<file path="src/rtl/tmr_pair_pkg.sv">
// package for the dual 16-bit timer/pwm/capture block
// assumes an 8-bit register port and 8-bit data ram writes
package tmr_pair_pkg;

  // register offsets, index 0 = second timer, index 1 = third timer
  localparam logic [1:0][7:0] OFF_MODE_A = {8'h5d, 8'h57};
  localparam logic [1:0][7:0] OFF_MODE_B = {8'h5e, 8'h58};
  localparam logic [1:0][7:0] OFF_DATA_LO = {8'h5f, 8'h59};
  localparam logic [1:0][7:0] OFF_PERIOD = {8'h60, 8'h5a};
  localparam logic [1:0][7:0] OFF_DATA_HI = {8'h61, 8'h5b};
  localparam logic [1:0][7:0] OFF_CYCLE = {8'h62, 8'h5c};

  // mode a fields
  localparam int MA_CLEAR_START = 7;
  localparam int MA_PAUSE_CONT  = 6;
  localparam int MA_PLUS_ONE    = 5;
  localparam int MA_SRC_HI      = 4;
  localparam int MA_SRC_LO      = 3;
  localparam int MA_CLK_MSB     = 2;

  // mode b fields
  localparam int MB_COMB_MSB   = 7;
  localparam int MB_COMB_LSB   = 6;
  localparam int MB_PWM        = 5;
  localparam int MB_TO_RAM     = 4;
  localparam int MB_FAST       = 3;
  localparam int MB_IRQ_RATE   = 2;
  localparam int MB_OUT_INV    = 1;
  localparam int MB_CLK_INV    = 0;
  localparam logic [7:0] MB_SECOND_MASK = 8'h3f;

  // data buffer slots
  localparam int SLOT_DUTY   = 0;
  localparam int SLOT_PERIOD = 1;
  localparam int SLOT_EXT    = 2;
  localparam int SLOT_CYCLE  = 3;

  // clock select codes
  localparam logic [2:0] CK_FIRST_TMR = 3'h5;
  localparam logic [2:0] CK_OTHER_TMR = 3'h6;
  localparam logic [2:0] CK_EVENT     = 3'h7;

  // output combine codes
  localparam logic [1:0] COMB_AND  = 2'h0;
  localparam logic [1:0] COMB_OR   = 2'h1;
  localparam logic [1:0] COMB_NAND = 2'h2;

  // reset value and count wrap limit
  localparam logic [7:0]  MODE_RESET = 8'h00;
  localparam logic [15:0] CNT_ALL_ONES = 16'hffff;

  // capture store engine
  typedef enum logic [1:0] {
    ST_IDLE = 2'b00,
    ST_LOW  = 2'b01,
    ST_HIGH = 2'b10
  } store_e;

endpackage : tmr_pair_pkg

</file>
<file path="src/rtl/tmr_pair.sv">
// two 16-bit timer channels: interval, event count, capture, pwm, output combine
// assumes synchronous pins, level prescaler taps, and a ram owner that
// increments its pointer on every ram_ptr_inc_out pulse within one cycle
//
// Chosen here: the strobed register port.
`timescale 1ns/100ps

// Contract
// - clear/start: 0 stops, 1 clears and starts
// - pause bit holds or continues the count
// - count-plus-one bit includes the zero state
// - source field picks event pin or capture
// - second timer clock select and fast taps
// - third timer clock select incl serial clock
// - pwm bit selects timer or pwm mode
// - capture-to-ram bit enables automatic store
// - store low then high byte, pointer increments
// - irq every overflow or every second
// - output polarity normal or inverted
// - count clock used plain or inverted
// - combine outputs by and/or/nand/nor
// - counter read as low then high byte
// - data addresses read counter, write buffers
// - pwm buffers: duty, period, extension, cycle
// - buffers move to active at start/reload
module tmr_pair (
  input  wire logic       clock_in,
  input  wire logic       rst_b_in,
  input  wire logic [7:0] addr_in,
  input  wire logic [7:0] wdata_in,
  input  wire logic       wr_in,
  input  wire logic       rd_in,
  output logic      [7:0] rdata_out,
  input  wire logic [8:0] prescale_tap_in,
  input  wire logic       first_timer_output_in,
  input  wire logic       serial_iface_clock_in,
  input  wire logic       serial_clock_select_in,
  input  wire logic       event_pin_a_in,
  input  wire logic       event_pin_b_in,
  input  wire logic       event_pin_c_in,
  input  wire logic       ext_irq_a_in,
  input  wire logic       ext_irq_b_in,
  input  wire logic       ext_irq_c_in,
  input  wire logic [7:0] ram_ptr_in,
  output logic      [7:0] ram_addr_out,
  output logic      [7:0] ram_wdata_out,
  output logic            ram_we_out,
  output logic            ram_ptr_inc_out,
  output logic            second_timer_output_out,
  output logic            third_timer_output_out,
  output logic            combined_output_out,
  output logic      [1:0] tmr_irq_out
);

  typedef struct packed {
    // register file and buffers
    logic [1:0][7:0]      mode_a;
    logic [1:0][7:0]      mode_b;
    logic [1:0][3:0][7:0] dbuf;
    logic [1:0][3:0][7:0] dact;
    // counting and capture state
    logic [1:0][15:0]     cnt;
    logic [1:0][15:0]     cap;
    logic [1:0][7:0]      hi_latch;
    logic [1:0]           clk_prev;
    logic [1:0]           cap_prev;
    logic [1:0]           half;
    logic [1:0]           raw;
    logic [1:0]           outp;
    logic [1:0]           irq;
    logic [1:0]           pend;
    logic                 comb;
    logic                 ps0_half;
    logic                 ps0_prev;
    // capture store engine
    tmr_pair_pkg::store_e st;
    logic                 st_ch;
    logic [15:0]          st_data;
    // registered outputs
    logic                 ram_we;
    logic                 ram_inc;
    logic [7:0]           ram_addr;
    logic [7:0]           ram_wdata;
    logic [7:0]           rdata;
  } state_s;

  state_s state_r;
  state_s state_nxt;

  // pin vectors indexed by channel plus source bit
  logic [2:0] event_pins;
  logic [2:0] ext_irqs;

  // pins gathered so each channel can index its own pair
  assign event_pins = {event_pin_c_in, event_pin_b_in, event_pin_a_in};
  assign ext_irqs   = {ext_irq_c_in, ext_irq_b_in, ext_irq_a_in};

  // next-state logic for both channels, bus and store engine
  always_comb begin
    // scratch values shared by both channels
    logic       src_clk;
    logic       edge_in;
    logic       tick;
    logic       cap_sig;
    logic       ovf;
    logic       start;
    logic       fast;
    logic [2:0] ck;
    // byte-wide halves of the count
    logic [7:0] lo;
    logic [7:0] hi;
    logic [7:0] end_lo;
    logic [8:0] duty_x;
    logic [15:0] match;

    // scratch defaults, so nothing is latched
    src_clk = 1'b0;
    edge_in = 1'b0;
    tick = 1'b0;
    cap_sig = 1'b0;
    ovf = 1'b0;
    start = 1'b0;
    fast = 1'b0;
    ck = 3'h0;
    lo = 8'h00;
    hi = 8'h00;
    end_lo = 8'h00;
    duty_x = 9'h000;
    match = 16'h0000;

    // hold all state, then drop the one-cycle pulses
    state_nxt = state_r;
    state_nxt.irq = 2'b00;
    state_nxt.ram_we = 1'b0;
    state_nxt.ram_inc = 1'b0;

    // ps0 divided by two for fast-mode clock code 0
    state_nxt.ps0_prev = prescale_tap_in[0];
    if (prescale_tap_in[0] && !state_r.ps0_prev) begin
      state_nxt.ps0_half = !state_r.ps0_half;
    end

    // capture store engine, runs before channels so a new capture wins
    case (state_r.st)
      tmr_pair_pkg::ST_IDLE: begin
        // second timer first when both wait
        if (state_r.pend[0] || state_r.pend[1]) begin
          state_nxt.st_ch = !state_r.pend[0];
          state_nxt.st_data = state_r.pend[0] ? state_r.cap[0] : state_r.cap[1];
          state_nxt.pend[!state_r.pend[0]] = 1'b0;
          state_nxt.st = tmr_pair_pkg::ST_LOW;
        end
      end

      tmr_pair_pkg::ST_LOW: begin
        // low byte at the pointer; owner steps it one edge after the registered pulse
        state_nxt.ram_we = 1'b1;
        state_nxt.ram_inc = 1'b1;
        state_nxt.ram_addr = ram_ptr_in;
        state_nxt.ram_wdata = state_r.st_data[7:0];
        state_nxt.st = tmr_pair_pkg::ST_HIGH;
      end

      tmr_pair_pkg::ST_HIGH: begin
        // one above the low byte: the owner's step is not visible yet
        state_nxt.ram_we = 1'b1;
        state_nxt.ram_inc = 1'b1;
        state_nxt.ram_addr = state_r.ram_addr + 8'h01;
        state_nxt.ram_wdata = state_r.st_data[15:8];
        state_nxt.st = tmr_pair_pkg::ST_IDLE;
      end

      default: begin
        // stray code falls back to idle
        state_nxt.st = tmr_pair_pkg::ST_IDLE;
      end
    endcase

    for (int c = 0; c < 2; c++) begin
      ck = state_r.mode_a[c][tmr_pair_pkg::MA_CLK_MSB:0];
      fast = state_r.mode_b[c][tmr_pair_pkg::MB_FAST];

      // count clock source
      // fast mode swaps in the alternate taps
      case (ck)
        3'h0: src_clk = fast ? state_r.ps0_half : prescale_tap_in[1];
        3'h1: src_clk = fast ? prescale_tap_in[0] : prescale_tap_in[2];
        3'h2: src_clk = fast ? prescale_tap_in[6] : prescale_tap_in[3];
        3'h3: src_clk = fast ? prescale_tap_in[7] : prescale_tap_in[4];
        3'h4: src_clk = fast ? prescale_tap_in[8] : prescale_tap_in[5];
        tmr_pair_pkg::CK_FIRST_TMR: src_clk = first_timer_output_in;
        tmr_pair_pkg::CK_OTHER_TMR: begin
          // second takes the third; third may take the serial clock
          if (c == 0) begin
            src_clk = state_r.raw[1];
          end else begin
            src_clk = serial_clock_select_in ? serial_iface_clock_in : state_r.raw[0];
          end
        end
        default: src_clk = event_pins[c + int'(state_r.mode_a[c][tmr_pair_pkg::MA_SRC_LO])];
      endcase

      // active edge after optional inversion
      edge_in = src_clk ^ state_r.mode_b[c][tmr_pair_pkg::MB_CLK_INV];
      state_nxt.clk_prev[c] = edge_in;
      tick = edge_in && !state_r.clk_prev[c];

      // capture input and event
      cap_sig = ext_irqs[c + int'(state_r.mode_a[c][tmr_pair_pkg::MA_SRC_LO])];
      state_nxt.cap_prev[c] = cap_sig;
      if (state_r.mode_a[c][tmr_pair_pkg::MA_SRC_HI] && cap_sig && !state_r.cap_prev[c]) begin
        state_nxt.cap[c] = state_r.cnt[c];
        // a newer capture replaces one still waiting
        if (state_r.mode_b[c][tmr_pair_pkg::MB_TO_RAM]) begin
          state_nxt.pend[c] = 1'b1;
        end
      end

      // register writes
      // a write with the start bit restarts a running timer
      start = 1'b0;
      if (wr_in) begin
        if (addr_in == tmr_pair_pkg::OFF_MODE_A[c]) begin
          state_nxt.mode_a[c] = wdata_in;
          start = wdata_in[tmr_pair_pkg::MA_CLEAR_START];
        end else if (addr_in == tmr_pair_pkg::OFF_MODE_B[c]) begin
          // second timer has no combine field
          state_nxt.mode_b[c] = (c == 0) ? (wdata_in & tmr_pair_pkg::MB_SECOND_MASK) : wdata_in;
        end else if (addr_in == tmr_pair_pkg::OFF_DATA_LO[c]) begin
          state_nxt.dbuf[c][tmr_pair_pkg::SLOT_DUTY] = wdata_in;
        end else if (addr_in == tmr_pair_pkg::OFF_PERIOD[c]) begin
          state_nxt.dbuf[c][tmr_pair_pkg::SLOT_PERIOD] = wdata_in;
        end else if (addr_in == tmr_pair_pkg::OFF_DATA_HI[c]) begin
          state_nxt.dbuf[c][tmr_pair_pkg::SLOT_EXT] = wdata_in;
        end else if (addr_in == tmr_pair_pkg::OFF_CYCLE[c]) begin
          state_nxt.dbuf[c][tmr_pair_pkg::SLOT_CYCLE] = wdata_in;
        end
      end

      // counting
      ovf = 1'b0;
      lo = state_r.cnt[c][7:0];
      hi = state_r.cnt[c][15:8];
      end_lo = state_r.mode_a[c][tmr_pair_pkg::MA_PLUS_ONE] ?
               state_r.dact[c][tmr_pair_pkg::SLOT_PERIOD] :
               state_r.dact[c][tmr_pair_pkg::SLOT_PERIOD] - 8'h01;
      match = {state_r.dact[c][tmr_pair_pkg::SLOT_EXT], state_r.dact[c][tmr_pair_pkg::SLOT_DUTY]};
      if (start) begin
        // clear and restart, buffers go live
        state_nxt.cnt[c] = 16'h0000;
        state_nxt.dact[c] = state_nxt.dbuf[c];
        state_nxt.half[c] = 1'b0;
        state_nxt.raw[c] = 1'b0;
      end else if (!state_r.mode_a[c][tmr_pair_pkg::MA_CLEAR_START]) begin
        // stopped: count holds
        state_nxt.cnt[c] = state_r.cnt[c];
      end else if (state_r.mode_a[c][tmr_pair_pkg::MA_PAUSE_CONT] && tick) begin
        if (state_r.mode_b[c][tmr_pair_pkg::MB_PWM]) begin
          // low byte counts the period, high byte the cycles
          if (lo >= end_lo) begin
            lo = 8'h00;
            if (hi >= state_r.dact[c][tmr_pair_pkg::SLOT_CYCLE] - 8'h01) begin
              // last period of the cycle: reload, overflow
              hi = 8'h00;
              ovf = 1'b1;
              state_nxt.dact[c] = state_r.dbuf[c];
            end else begin
              hi = hi + 8'h01;
            end
          end else begin
            lo = lo + 8'h01;
          end
          state_nxt.cnt[c] = {hi, lo};
        end else if (state_r.cnt[c] == match) begin
          // interval end: reload, toggle the rectangular output
          state_nxt.cnt[c] = state_r.mode_a[c][tmr_pair_pkg::MA_PLUS_ONE] ? 16'h0000 : 16'h0001;
          state_nxt.raw[c] = !state_r.raw[c];
          state_nxt.dact[c] = state_r.dbuf[c];
          ovf = 1'b1;
        end else if (state_r.cnt[c] == tmr_pair_pkg::CNT_ALL_ONES) begin
          // no match before all ones: wrap
          state_nxt.cnt[c] = 16'h0000;
          ovf = 1'b1;
        end else begin
          // plain step
          state_nxt.cnt[c] = state_r.cnt[c] + 16'h0001;
        end
      end

      // pwm waveform: duty, one count longer in the first ext periods
      if (state_r.mode_b[c][tmr_pair_pkg::MB_PWM]) begin
        duty_x = {1'b0, state_r.dact[c][tmr_pair_pkg::SLOT_DUTY]} +
                 {8'h00, (state_r.cnt[c][15:8] < state_r.dact[c][tmr_pair_pkg::SLOT_EXT])};
        state_nxt.raw[c] = ({1'b0, state_r.cnt[c][7:0]} < duty_x);
      end

      // overflow thinning
      if (ovf) begin
        if (state_r.mode_b[c][tmr_pair_pkg::MB_IRQ_RATE]) begin
          state_nxt.irq[c] = 1'b1;
        end else begin
          state_nxt.irq[c] = state_r.half[c];
          // every second overflow: pass half, then flip it
          state_nxt.half[c] = !state_r.half[c];
        end
      end

      // polarity, one stage after raw
      state_nxt.outp[c] = state_r.raw[c] ^ state_r.mode_b[c][tmr_pair_pkg::MB_OUT_INV];
    end

    // combined output of both channels
    case (state_r.mode_b[1][tmr_pair_pkg::MB_COMB_MSB:tmr_pair_pkg::MB_COMB_LSB])
      tmr_pair_pkg::COMB_AND:  state_nxt.comb = state_r.outp[0] & state_r.outp[1];
      tmr_pair_pkg::COMB_OR:   state_nxt.comb = state_r.outp[0] | state_r.outp[1];
      tmr_pair_pkg::COMB_NAND: state_nxt.comb = !(state_r.outp[0] & state_r.outp[1]);
      // remaining code is nor
      default:                 state_nxt.comb = !(state_r.outp[0] | state_r.outp[1]);
    endcase

    // register reads, answer in the following cycle
    state_nxt.rdata = 8'h00;
    if (rd_in) begin
      // at most one offset matches per read
      for (int c = 0; c < 2; c++) begin
        if (addr_in == tmr_pair_pkg::OFF_MODE_A[c]) begin
          state_nxt.rdata = state_r.mode_a[c];
        end else if (addr_in == tmr_pair_pkg::OFF_MODE_B[c]) begin
          state_nxt.rdata = state_r.mode_b[c];
        end else if (addr_in == tmr_pair_pkg::OFF_DATA_LO[c]) begin
          if (state_r.mode_a[c][tmr_pair_pkg::MA_SRC_HI]) begin
            // capture mode shows the captured count
            state_nxt.rdata = state_r.cap[c][7:0];
            state_nxt.hi_latch[c] = state_r.cap[c][15:8];
          end else begin
            state_nxt.rdata = state_r.cnt[c][7:0];
            state_nxt.hi_latch[c] = state_r.cnt[c][15:8];
          end
        end else if (addr_in == tmr_pair_pkg::OFF_DATA_HI[c]) begin
          // high byte from the latch, not the live count
          state_nxt.rdata = state_r.hi_latch[c];
        end
      end
    end
  end

  // state register
  always_ff @(posedge clock_in) begin
    if (!rst_b_in) begin
      state_r <= '0;
      // modes take their reset value, the rest clears
      state_r.mode_a <= {2{tmr_pair_pkg::MODE_RESET}};
      state_r.mode_b <= {2{tmr_pair_pkg::MODE_RESET}};
      state_r.st <= tmr_pair_pkg::ST_IDLE;
    end else begin
      state_r <= state_nxt;
    end
  end

  // outputs straight from the state register
  assign rdata_out               = state_r.rdata;
  assign ram_addr_out            = state_r.ram_addr;
  assign ram_wdata_out           = state_r.ram_wdata;
  assign ram_we_out              = state_r.ram_we;
  assign ram_ptr_inc_out         = state_r.ram_inc;
  assign second_timer_output_out = state_r.outp[0];
  assign third_timer_output_out  = state_r.outp[1];
  assign combined_output_out     = state_r.comb;
  assign tmr_irq_out             = state_r.irq;

endmodule : tmr_pair

</file>
<file path="config.mk">
export PLATFORM = sky130hd
export DESIGN_NAME = tmr_pair
export DESIGN_NICKNAME = d
export VERILOG_FILES = /design/src/rtl/tmr_pair_pkg.sv /design/src/rtl/tmr_pair.sv
export SDC_FILE = /design/constraint.sdc
export NUM_CORES = 1
export LEC_CHECK = 0
export BUFFER_PORTS_ARGS = -buffer_cell sky130_fd_sc_hd__buf_2
export CAP_MARGIN = 25
export CORE_ASPECT_RATIO = 2
export CORE_UTILIZATION = 45
export CTS_CLUSTER_SIZE = 8
export DETAILED_ROUTE_END_ITERATION = 6
export GPL_TIMING_DRIVEN = 0
export PLACE_DENSITY = 0.71
export SLEW_MARGIN = 20
export SYNTH_ARGS = -nofsm -noshare
export SYNTH_HDL_FRONTEND = slang
export SYNTH_SLANG_ARGS = --single-unit
</file>
<file path="constraint.sdc">
create_clock -name clock_in -period 4.8 [get_ports clock_in]
set_clock_uncertainty 0.2 [all_clocks]
set_input_delay 0.24 -clock clock_in [delete_from_list [all_inputs] [get_ports clock_in]]
set_output_delay 0.24 -clock clock_in [all_outputs]
set_load 0.02 [all_outputs]
</file>
==> results.sh, run 1 <==
export IMPL_final_layout_size_suffix_gt1_share_pct=8.60
export IMPL_gp_congestion=1.02
export IMPL_power_frac_seq_pct=46.4
export IMPL_seq_area_frac_synth_pct=36.5
export IMPL_worst_hold_path_type="in2reg"
export IMPL_p_sw_w=0.00123
export IMPL_synth_seq_cells=298
export IMPL_synth_compound_area_share_pct=14.3
export IMPL_layout_area_overhead_vs_synth_pct=13.9
export IMPL_post_synth_inst_count=1842
export IMPL_hold_viol_final=0
export IMPL_globalRoute_totalOverflow=0
export IMPL_final_min_clock_period_ns=4.51
export IMPL_floorplan_die_width_um=137
export IMPL_place_worst_setup_slack_ns=0.501
export IMPL_fp_coreArea_um2=35800
export IMPL_power_internal_w=0.00413
export IMPL_design_die_area_um2=37100
export IMPL_port_buffer_count=74
export IMPL_max_clock_freq_mhz=222
export IMPL_arithmetic_cell_share_of_the_synthesized_area_counting_full_adders_half_adders_and_majority_gates_pct=6.03
export IMPL_syn_mean_instance_area_um2=8.88
export IMPL_drt_iter0_markers=1309
export IMPL_multi_input_comb_area_um2=9490
export IMPL_clockRootBuffer="clkbuf_16"
export IMPL_final_setup_violation_count=0
export IMPL_setup_ws_ns=0.287
export IMPL_post_route_drc_count=0
export IMPL_switching_fraction_of_total_power_pct=22.9
export IMPL_tritoncts="built"
export IMPL_worstSetupStartpoint="state_r[135]"
export IMPL_setup_worst_path_start_class="flip-flop"
export IMPL_count_of_nets_after_finishing=2110
export IMPL_vias=14885
export IMPL_clockBufferDepth=3
export IMPL_mappedNetlistNets=1966
export IMPL_ant_nets=0
export IMPL_grtUsageTotal_pct=30.7
export IMPL_clk_pin_slew_ns=0.05
export IMPL_result_of_the_run="complete, no violations"
export IMPL_route_detailed_vias_per_inst=6.10
export IMPL_vdd_ir_drop_worst_uv=198
export IMPL_synth_flop_cell="dfxtp_1"
export IMPL_static_leakage_power_nw=7.83
export IMPL_crit_fanout=10
export IMPL_ioPinCount=77
export IMPL_totalWireLength_um=56900
export IMPL_fraction_of_the_mapped_netlist_area_in_simple_logic_gates_pct=21.7
export IMPL_timing_final_max_slew_violations=0
export IMPL_vias_in_the_first_global_route=14748
export IMPL_fp_dieH_um=272
export IMPL_htree_levels=2
export IMPL_number_of_rows_created_at_floorplan=98
export IMPL_fillers=3348
export IMPL_crit_reg2reg_launch="state_r[135]"
export IMPL_tritoncts_num_buffers=43
export IMPL_tcrit_tclk_final_pct=94.0
export IMPL_maxCapViolations=0
export IMPL_rsz0062_at_grt="false"
export IMPL_maximum_number_of_pins_on_one_net_before_global_route_repair=12
export IMPL_worst_setup_path_type="reg2reg"
export IMPL_hold_startpoint="rd_in"
export IMPL_synthesis_area_um2=16400
export IMPL_hold_depth=5
export IMPL_post_cts_buffers=0
export IMPL_grt_pass1_wl_um=84800
export IMPL_cp_data_required_time_ns=5.09
export IMPL_combinational_family_with_the_most_area_after_synthesis="simple AND/OR/NAND/NOR gates"
export IMPL_timing_critical_path_to_type="flip-flop"
export IMPL_post_drt_wl_per_cell_um=23.3
export IMPL_max_slew_margin_rel_pct=31.4
export IMPL_worstMarginPinSlew_ns=1.03
export IMPL_grt_antenna_before_repair=1
export IMPL_drt_pre_antenna_iters=5
export IMPL_fin_tns_setup_ns=0
export IMPL_synth_async_reset_ratio_pct=0
export IMPL_reg2regPathDepth=17
export IMPL_seq_area_um2=5970
export IMPL_clock_power_share_pct=49.8
export IMPL_muxShareOfSynthArea_pct=11.9
export IMPL_post_synth_xor_area_fraction_pct=4.02
export IMPL_synthDistinctLibCells=64
export IMPL_logic_pwr_share_pct=3.7
export IMPL_cts_sinks=298
export IMPL_synth_warnings=0
export IMPL_initial_core_utilization_pct=45.7
export IMPL_insertion_delay_ns=0.55
export IMPL_dp_final_hpwl_um=42000
export IMPL_p_per_area_nw_per_um2=287
export IMPL_synth_edff_count=0
export IMPL_critical_path_arrival_ns=4.81
-- sequential cells by signal, indices dropped and copies added, names as in the netlist --
name                     flops
ram_wdata_out                8
rdata_out                    8
state_r                    268
combined_output_out          1
ram_addr_out                 8
third_timer_output_out       1
second_timer_output_out      1
tmr_irq_out                  2
ram_we_out                   1
-- per-layer routing --
| layer | vias up | share of wire [%] | global-route usage (%) |
|---|---|---|---|
| met4 | 0 | 11 | 29.5 |
| met2 | 689 | 51 | 54.2 |
| li1 | 6832 | - | - |
| met3 | 321 | 5.5 | 4.76 |
| met1 | 7043 | 33 | 29.5 |
| met5 | - | 0 | 0 |
-- path summary, 6_finish.rpt --
check / slack (ns) / endpoint
worst max-delay path: 0.29 / state_r[55]
worst min-delay path: 0.06 / state_r[74]
worst max register to register: 0.29 / state_r[55]
worst min register to register: 0.27 / state_r[225]
-- power by group through the flow --
stage	Sequential (W)	Combinational (W)	Clock, W
6_report	0.00249	0.000201	0.00267
5_1_grt	0.00248	0.000207	0.00277
4_1_cts	0.00249	0.000195	0.00269
3_5_place_dp	0.00254	0.000180	0
3_3_place_gp	0.00253	0.000179	0
2_1_floorplan	0.00253	0.0000940	0
-- cell usage after synthesis, drive strengths merged, types with 12 or more instances --
master | n | area (µm²)
a211oi | 12 | 90.1
a21boi | 42 | 315
a21oi | 42 | 210
a22oi | 19 | 143
a31oi | 12 | 75.1
a32oi | 32 | 280
and2 | 18 | 113
and3 | 45 | 282
buf | 46 | 309
clkbuf | 113 | 424
dfxtp | 298 | 5970
ha | 78 | 976
inv | 44 | 165
mux2i | 171 | 1710
nand2 | 192 | 721
nand3 | 91 | 455
nand4 | 52 | 325
nor2 | 71 | 267
nor2b | 135 | 845
nor3 | 22 | 110
o211a | 44 | 440
o211ai | 14 | 105
o21ai | 42 | 210
xnor2 | 32 | 280
xor2 | 43 | 377
-- through the flow --
step                      instances  hold WS [ns]  cell area (µm²)  util, %  power [W]
after CTS                      2435        0.0428            18600     52.0    0.00537
after global placement         2366         0.252            17300     48.3    0.00271
after global routing           2438        0.0909            18600     52.0    0.00546
after floorplan                1842         0.162            16400        -    0.00263
final                          2439        0.0578            18600     52.0    0.00536
after detailed placement       2367         0.261            17300     48.3    0.00272
-- layout make-up --
class	count	share of cell area, %
Inverter	44	0.887
Tap cell	450	3.02
Buffer	159	3.94
Sequential cell	298	32.0
Antenna cell	1	0.0134
Clock inverter	4	0.188
Timing Repair Buffer	99	3.22
Clock buffer	43	5.78
Multi-Input combinational cell	1341	50.9
-- repair_timing --
item	in CTS	in global routing
resized for setup	0	0
hold endpoints to repair	26	0
hold buffers	21	0
setup endpoints to repair	0	0
-- cells by family (layout without fill, tap and decap cells) --
family,Yosys count,after routing
AND/OR/NAND/NOR,686,686
buffers and inverters,203,349
multiplexers,187,187
XOR/XNOR,75,75
flip-flops,298,298
AO/OA/AOI/OAI,314,314
adder cells (fa/ha/maj),79,79
other,0,1
-- worst max-delay path, cell delays in order (launching register included) --
cell	delay, ns
dfxtp_1	0.56
ha_1	0.31
nor2b_1	0.13
o21a_1	0.16
o21a_1	0.16
o21a_1	0.17
o21ai_0	0.18
a21oi_1	0.10
a211oi_1	0.55
ha_1	0.33
ha_1	0.20
nand3_1	0.14
nor2_1	0.22
xnor2_1	0.09
ha_1	0.18
or3b_2	0.42
o21ai_0	0.21
a21o_1	0.14
-- cell usage in the layout (no fill, tap or decap), types with 43 or more instances in the layout --
cell,n
and3_1,45
buf_2,81
clkbuf_1,113
clkbuf_16,43
dfxtp_1,298
ha_1,78
inv_1,44
mux2i_1,171
nand2_1,192
nand3_1,91
nand4_1,52
nor2_1,71
nor2b_1,135
o211a_1,44
xor2_1,43
No activity file was read; power rests on OpenSTA's default activity.
==> run 2, diff against run 1 <==
CORE_MARGIN = 2   (was default)
RECOVER_POWER = 100   (was default)
==> run 2 against run 1 <==
Against the previous run:
- worst setup slack better by 0.15 ns
- utilization down 0.17 points
- non-clock buffer count down 3
- wire length down 0.51%
- critical path type unchanged
- critical endpoint is now state_r[155]
- largest cell class unchanged
- largest power group unchanged
- highest routed layer unchanged
==> results.sh, run 2 (synthesis results as in run 1) <==
export IMPL_dp_final_hpwl_um=43100
export IMPL_fin_tns_setup_ns=0
export IMPL_fillers=3341
export IMPL_count_of_nets_after_finishing=2107
export IMPL_critical_path_arrival_ns=4.61
export IMPL_hold_viol_final=0
export IMPL_worst_setup_path_endpoint="state_r[155]"
export IMPL_drt_iter0_markers=957
export IMPL_timing_final_max_slew_violations=0
export IMPL_vdd_ir_drop_worst_uv=255
export IMPL_layout_cells_most_common_list="dfxtp_1, nand2_1, mux2i_1, clkbuf_1, nor2b_1"
export IMPL_most_frequent_standard_cell_in_the_layout_excluding_fill_and_tap_cells="dfxtp_1"
export IMPL_drt_pre_antenna_iters=5
export IMPL_result_of_the_run="complete, no violations"
export IMPL_crit_reg2reg_launch="state_r[291]"
export IMPL_timing_critical_path_to_type="flip-flop"
export IMPL_port_buffer_count=74
export IMPL_ant_nets=0
export IMPL_worstMarginPinSlew_ns=0.975
export IMPL_route_detailed_vias_per_inst=6.08
export IMPL_reg2regPathDepth=13
export IMPL_vias=14793
export IMPL_floorplan_die_width_um=139
export IMPL_final_setup_violation_count=0
export IMPL_p_per_area_nw_per_um2=291
export IMPL_design_die_area_um2=38000
export IMPL_final_layout_size_suffix_gt1_share_pct=6.70
export IMPL_reg2reg_setup_slack_ns=0.44
export IMPL_globalRoute_totalOverflow=0
export IMPL_grt_antenna_before_repair=0
export IMPL_post_drt_wl_per_cell_um=23.2
export IMPL_fp_coreArea_um2=35800
export IMPL_cp_data_required_time_ns=5.05
export IMPL_htree_levels=2
export IMPL_seq_area_um2=5970
export IMPL_worst_setup_path_type="reg2reg"
export IMPL_top_register="state_r"
export IMPL_insertion_delay_ns=0.56
export IMPL_fp_dieH_um=274
export IMPL_cts_sinks=298
export IMPL_tritoncts="built"
export IMPL_post_route_drc_count=0
export IMPL_grtUsageTotal_pct=29.0
export IMPL_maximum_number_of_pins_on_one_net_before_global_route_repair=11
export IMPL_clockRootBuffer="clkbuf_16"
export IMPL_setup_worst_path_start_class="flip-flop"
export IMPL_r2r_end="state_r[155]"
export IMPL_largest_register_ffs=268
export IMPL_rsz0062_at_grt="false"
export IMPL_max_slew_margin_rel_pct=34.3
export IMPL_tritoncts_num_buffers=43
export IMPL_worstSetupStartpoint="state_r[291]"
export IMPL_clk_pin_slew_ns=0.05
export IMPL_gp_congestion=1.02
export IMPL_number_of_rows_created_at_floorplan=98
export IMPL_layout_area_overhead_vs_synth_pct=13.6
export IMPL_initial_core_utilization_pct=45.7
export IMPL_maxCapViolations=0
export IMPL_multi_input_comb_area_um2=9480
export IMPL_crit_fanout=10
export IMPL_static_leakage_power_nw=7.68
export IMPL_grt_pass1_wl_um=84900
export IMPL_totalWireLength_um=56600
export IMPL_worst_hold_path_type="in2reg"
export IMPL_insertedDiodeCount=0
export IMPL_timing_hold_ws_ns=0.0657
export IMPL_vias_in_the_first_global_route=14930
export IMPL_tcrit_tclk_final_pct=90.9
export IMPL_max_clock_freq_mhz=229
export IMPL_ioPinCount=77
export IMPL_final_min_clock_period_ns=4.36
export IMPL_clockBufferDepth=3
==> run 2: cell count changes in the layout (fill, tap and decap cells not counted), sizes merged <==
cell,change
buf,-47
inv,-3
diode,-1
clkbuf,+46
==> run 2: layer usage <==
layer | global-route usage [%] | wire length (µm) | share of wire [%] | vias up
li1 | - | - | - | 6825
met1 | 26.4 | 18500 | 33 | 7141
met2 | 54.3 | 29300 | 52 | 568
met3 | 3.95 | 2630 | 4.6 | 259
met4 | 27.4 | 6200 | 11 | 0
met5 | 0 | 0 | 0 | -
==> run 2: what timing repair did <==
action	4_1_cts	5_1_grt
hold buffers	21	0
endpoints found under the setup margin	0	0
hold endpoints to repair	26	0
gates resized for setup	0	0
buffers inserted	0	0
==> run 2: worst min-delay path by stage <==
stage	cells after the start	slack, ns	endpoint	start
final	3	0.07	rdata_out[4]	rd_in
after global routing	3	0.08	rdata_out[4]	rd_in
after CTS	5	0.02	rdata_out[3]	addr_in[3]
after detailed placement	2	0.26	state_r[222]	state_r[222]
after global placement	2	0.25	state_r[225]	state_r[225]
after floorplan	1	0.16	state_r[45]	prescale_tap_in[0]
==> run 2: cell type report <==
| cell class | instances | share of cell area [%] |
|---|---|---|
| buffer | 159 | 3.87 |
| clock buffer | 45 | 6.06 |
| clock inverter | 1 | 0.0472 |
| inverter | 44 | 0.889 |
| multi-input combinational | 1341 | 51.0 |
| sequential | 298 | 32.1 |
| tap | 450 | 3.03 |
| timing repair buffer | 96 | 2.94 |
==> run 2: worst max-delay path: stages, from the launching register on <==
cell	delay [ns]
dfxtp_1	0.29
clkbuf_1	0.30
nor4_1	0.49
nand3_1	0.20
nor3_1	0.27
xnor2_1	0.11
ha_1	0.30
o211ai_1	0.10
nand3b_1	0.10
a41oi_1	0.13
o41ai_2	0.97
clkbuf_2	0.48
mux2i_1	0.25
nor2b_1	0.06
==> run 2: power breakdown <==
part	internal [W]	total (W)	switching, W
combinational	0.0000694	0.000195	0.000126
sequential	0.00248	0.00249	0.00000276
clock	0.00163	0.00272	0.00109
==> run 2: stage by stage <==
step	area, µm²	cells	total power, W	util (%)	worst slack (ns)
after CTS	18600	2434	0.00541	52.0	0.621
after global placement	17300	2366	0.00271	48.3	0.668
final	18600	2434	0.00540	51.9	0.436
after global routing	18600	2434	0.00553	51.9	0.240
after detailed placement	17300	2367	0.00271	48.3	0.648
after floorplan	16400	1842	0.00263	-	1.32
==> run 3, diff against run 2 <==
BUFFER_PORTS_ARGS = -buffer_cell sky130_fd_sc_hd__clkbuf_2   (was -buffer_cell sky130_fd_sc_hd__buf_2)
CAP_MARGIN = 5   (was 25)
==> run 3 against run 2 <==
Against the previous run:
- the flow now finishes with violations (DRC)
- final cell count unchanged
- global-route usage is 0.27 points lower
- combinational power hardly changed
- wire length down 0.50%
- sequential power about the same
- fmax up 2.3%
- worst setup slack improved by 0.097 ns
- sequential cell count did not move
==> results.sh, run 3 (synthesis results as in run 1) <==
export IMPL_result_of_the_run="finished, violations left"
export IMPL_violations="DRC"
export IMPL_number_of_rows_created_at_floorplan=98
export IMPL_maxCapViolations=0
export IMPL_switching_fraction_of_total_power_pct=23.2
export IMPL_timing_critical_path_to_type="flip-flop"
export IMPL_tritoncts="built"
export IMPL_vias=14785
export IMPL_layout_cells_most_common_list="dfxtp_1, nand2_1, mux2i_1, clkbuf_1, nor2b_1"
export IMPL_design_die_area_um2=38000
export IMPL_globalRoute_totalOverflow=0
export IMPL_layout_area_overhead_vs_synth_pct=13.5
export IMPL_max_clock_freq_mhz=234
export IMPL_fin_tns_setup_ns=0
export IMPL_final_min_clock_period_ns=4.27
export IMPL_totalWireLength_um=56300
export IMPL_tritoncts_num_buffers=43
export IMPL_floorplan_die_width_um=139
export IMPL_worstMarginPinSlew_ns=1.17
export IMPL_clock_power_share_pct=50.2
export IMPL_crit_fanout=8
export IMPL_final_layout_size_suffix_gt1_share_pct=6.80
export IMPL_insertion_delay_ns=0.57
export IMPL_grt_antenna_before_repair=1
export IMPL_clk_pin_slew_ns=0.05
export IMPL_maximum_number_of_pins_on_one_net_before_global_route_repair=13
export IMPL_htree_levels=2
export IMPL_p_sw_w=0.00125
export IMPL_drt_iter0_markers=1135
export IMPL_hold_viol_final=0
export IMPL_drt_pre_antenna_iters=7
export IMPL_power_frac_seq_pct=46.1
export IMPL_power_internal_w=0.00414
export IMPL_largest_register_ffs=268
export IMPL_setup_ws_ns=0.533
export IMPL_cts_resized=0
export IMPL_post_drt_wl_per_cell_um=23.1
export IMPL_post_route_drc_count=1
export IMPL_final_core_util_pct=51.9
export IMPL_worst_setup_path_type="reg2reg"
export IMPL_grt_pass1_wl_um=84000
export IMPL_vdd_ir_drop_worst_uv=252
export IMPL_top_register="state_r"
export IMPL_gp_congestion=1.00
export IMPL_port_buffer_count=74
export IMPL_fp_coreArea_um2=35800
export IMPL_p_per_area_nw_per_um2=290
export IMPL_cts_sinks=298
export IMPL_tcrit_tclk_final_pct=88.9
export IMPL_clockRootBuffer="clkbuf_16"
export IMPL_static_leakage_power_nw=7.68
export IMPL_vias_in_the_first_global_route=14897
export IMPL_fp_dieH_um=274
export IMPL_count_of_nets_after_finishing=2106
export IMPL_most_frequent_standard_cell_in_the_layout_excluding_fill_and_tap_cells="dfxtp_1"
export IMPL_timing_final_max_slew_violations=0
export IMPL_insertedDiodeCount=0
export IMPL_clockBufferDepth=3
export IMPL_place_worst_setup_slack_ns=0.574
export IMPL_worst_hold_path_type="in2reg"
export IMPL_critical_path_arrival_ns=4.52
export IMPL_initial_core_utilization_pct=45.7
export IMPL_max_slew_margin_rel_pct=21.3
export IMPL_route_detailed_vias_per_inst=6.07
export IMPL_timing_hold_ws_ns=0.0674
export IMPL_dp_final_hpwl_um=43100
export IMPL_rsz0062_at_grt="false"
export IMPL_cp_data_required_time_ns=5.05
export IMPL_ant_nets=0
export IMPL_ioPinCount=77
export IMPL_setup_worst_path_start_class="flip-flop"
export IMPL_grtUsageTotal_pct=28.7
export IMPL_logic_pwr_share_pct=3.6
export IMPL_final_setup_violation_count=0
run 3: changes by cell type in the layout (fill, tap and decap cells not counted), sizes merged:
cell,before,now
buf,76,32
clkinv,1,3
clkbuf,203,244
inv,44,45
run 3: power by group through the flow:
stage          combinational (W)  sequential [W]  clock, W
3_3_place_gp            0.000176         0.00253         0
2_1_floorplan          0.0000940         0.00253         0
4_1_cts                 0.000191         0.00249   0.00272
5_1_grt                 0.000204         0.00248   0.00282
3_5_place_dp            0.000177         0.00254         0
6_report                0.000196         0.00249   0.00271
run 3: final cells by class:
type                       count  area (µm²)
tap                          450         563
sequential                   298        5970
buffer                       159         712
clock buffer                  43        1080
fill                        3410       17200
timing repair buffer          95         542
clock inverter                 4        61.3
multi-input combinational   1341        9480
inverter                      44         165
run 3: through the flow:
| stage | cells | total power, W | instance area (µm²) |
|---|---|---|---|
| finish | 2434 | 0.00539 | 18600 |
| global route | 2434 | 0.00550 | 18600 |
| CTS | 2434 | 0.00540 | 18600 |
| detailed placement | 2366 | 0.00271 | 17300 |
| global placement | 2366 | 0.00271 | 17300 |
| floorplan | 1842 | 0.00263 | 16400 |
run 3: critical path: stages (launching register included):
cell,delay [ns]
dfxtp_1,0.61
ha_1,0.32
nor2b_1,0.13
o21a_1,0.16
o21a_1,0.17
o21a_1,0.16
o21ai_0,0.14
a21oi_1,0.10
a211oi_1,0.31
ha_1,0.28
ha_1,0.21
nand3_1,0.12
nor2_1,0.20
xnor2_1,0.09
ha_1,0.28
o21ai_0,0.07
o21ai_0,0.15
o211ai_1,0.16
a32o_1,0.29
run 3: layer usage:
metal	wire length (µm)	up-vias	global-route usage [%]
met4	6930	0	29.9
li1	-	6812	-
met5	0	-	0
met3	2700	279	3.81
met1	18300	7105	26.1
met2	28400	589	52.6
run 3: final timing paths:
| kind | from | to | slack, ns | cells past startpoint |
|---|---|---|---|---|
| setup / recovery | state_r[119] | state_r[54] | 0.53 | 18 |
| hold / removal | rd_in | state_r[74] | 0.07 | 5 |
| setup reg to reg | state_r[119] | state_r[54] | 0.53 | 18 |
| hold reg to reg | state_r[222] | state_r[222] | 0.26 | 2 |
run 3: timing repair:
action / in CTS / in global routing
buffers inserted: 0 / 0
hold buffers: 21 / 0
hold endpoints to repair: 26 / 0
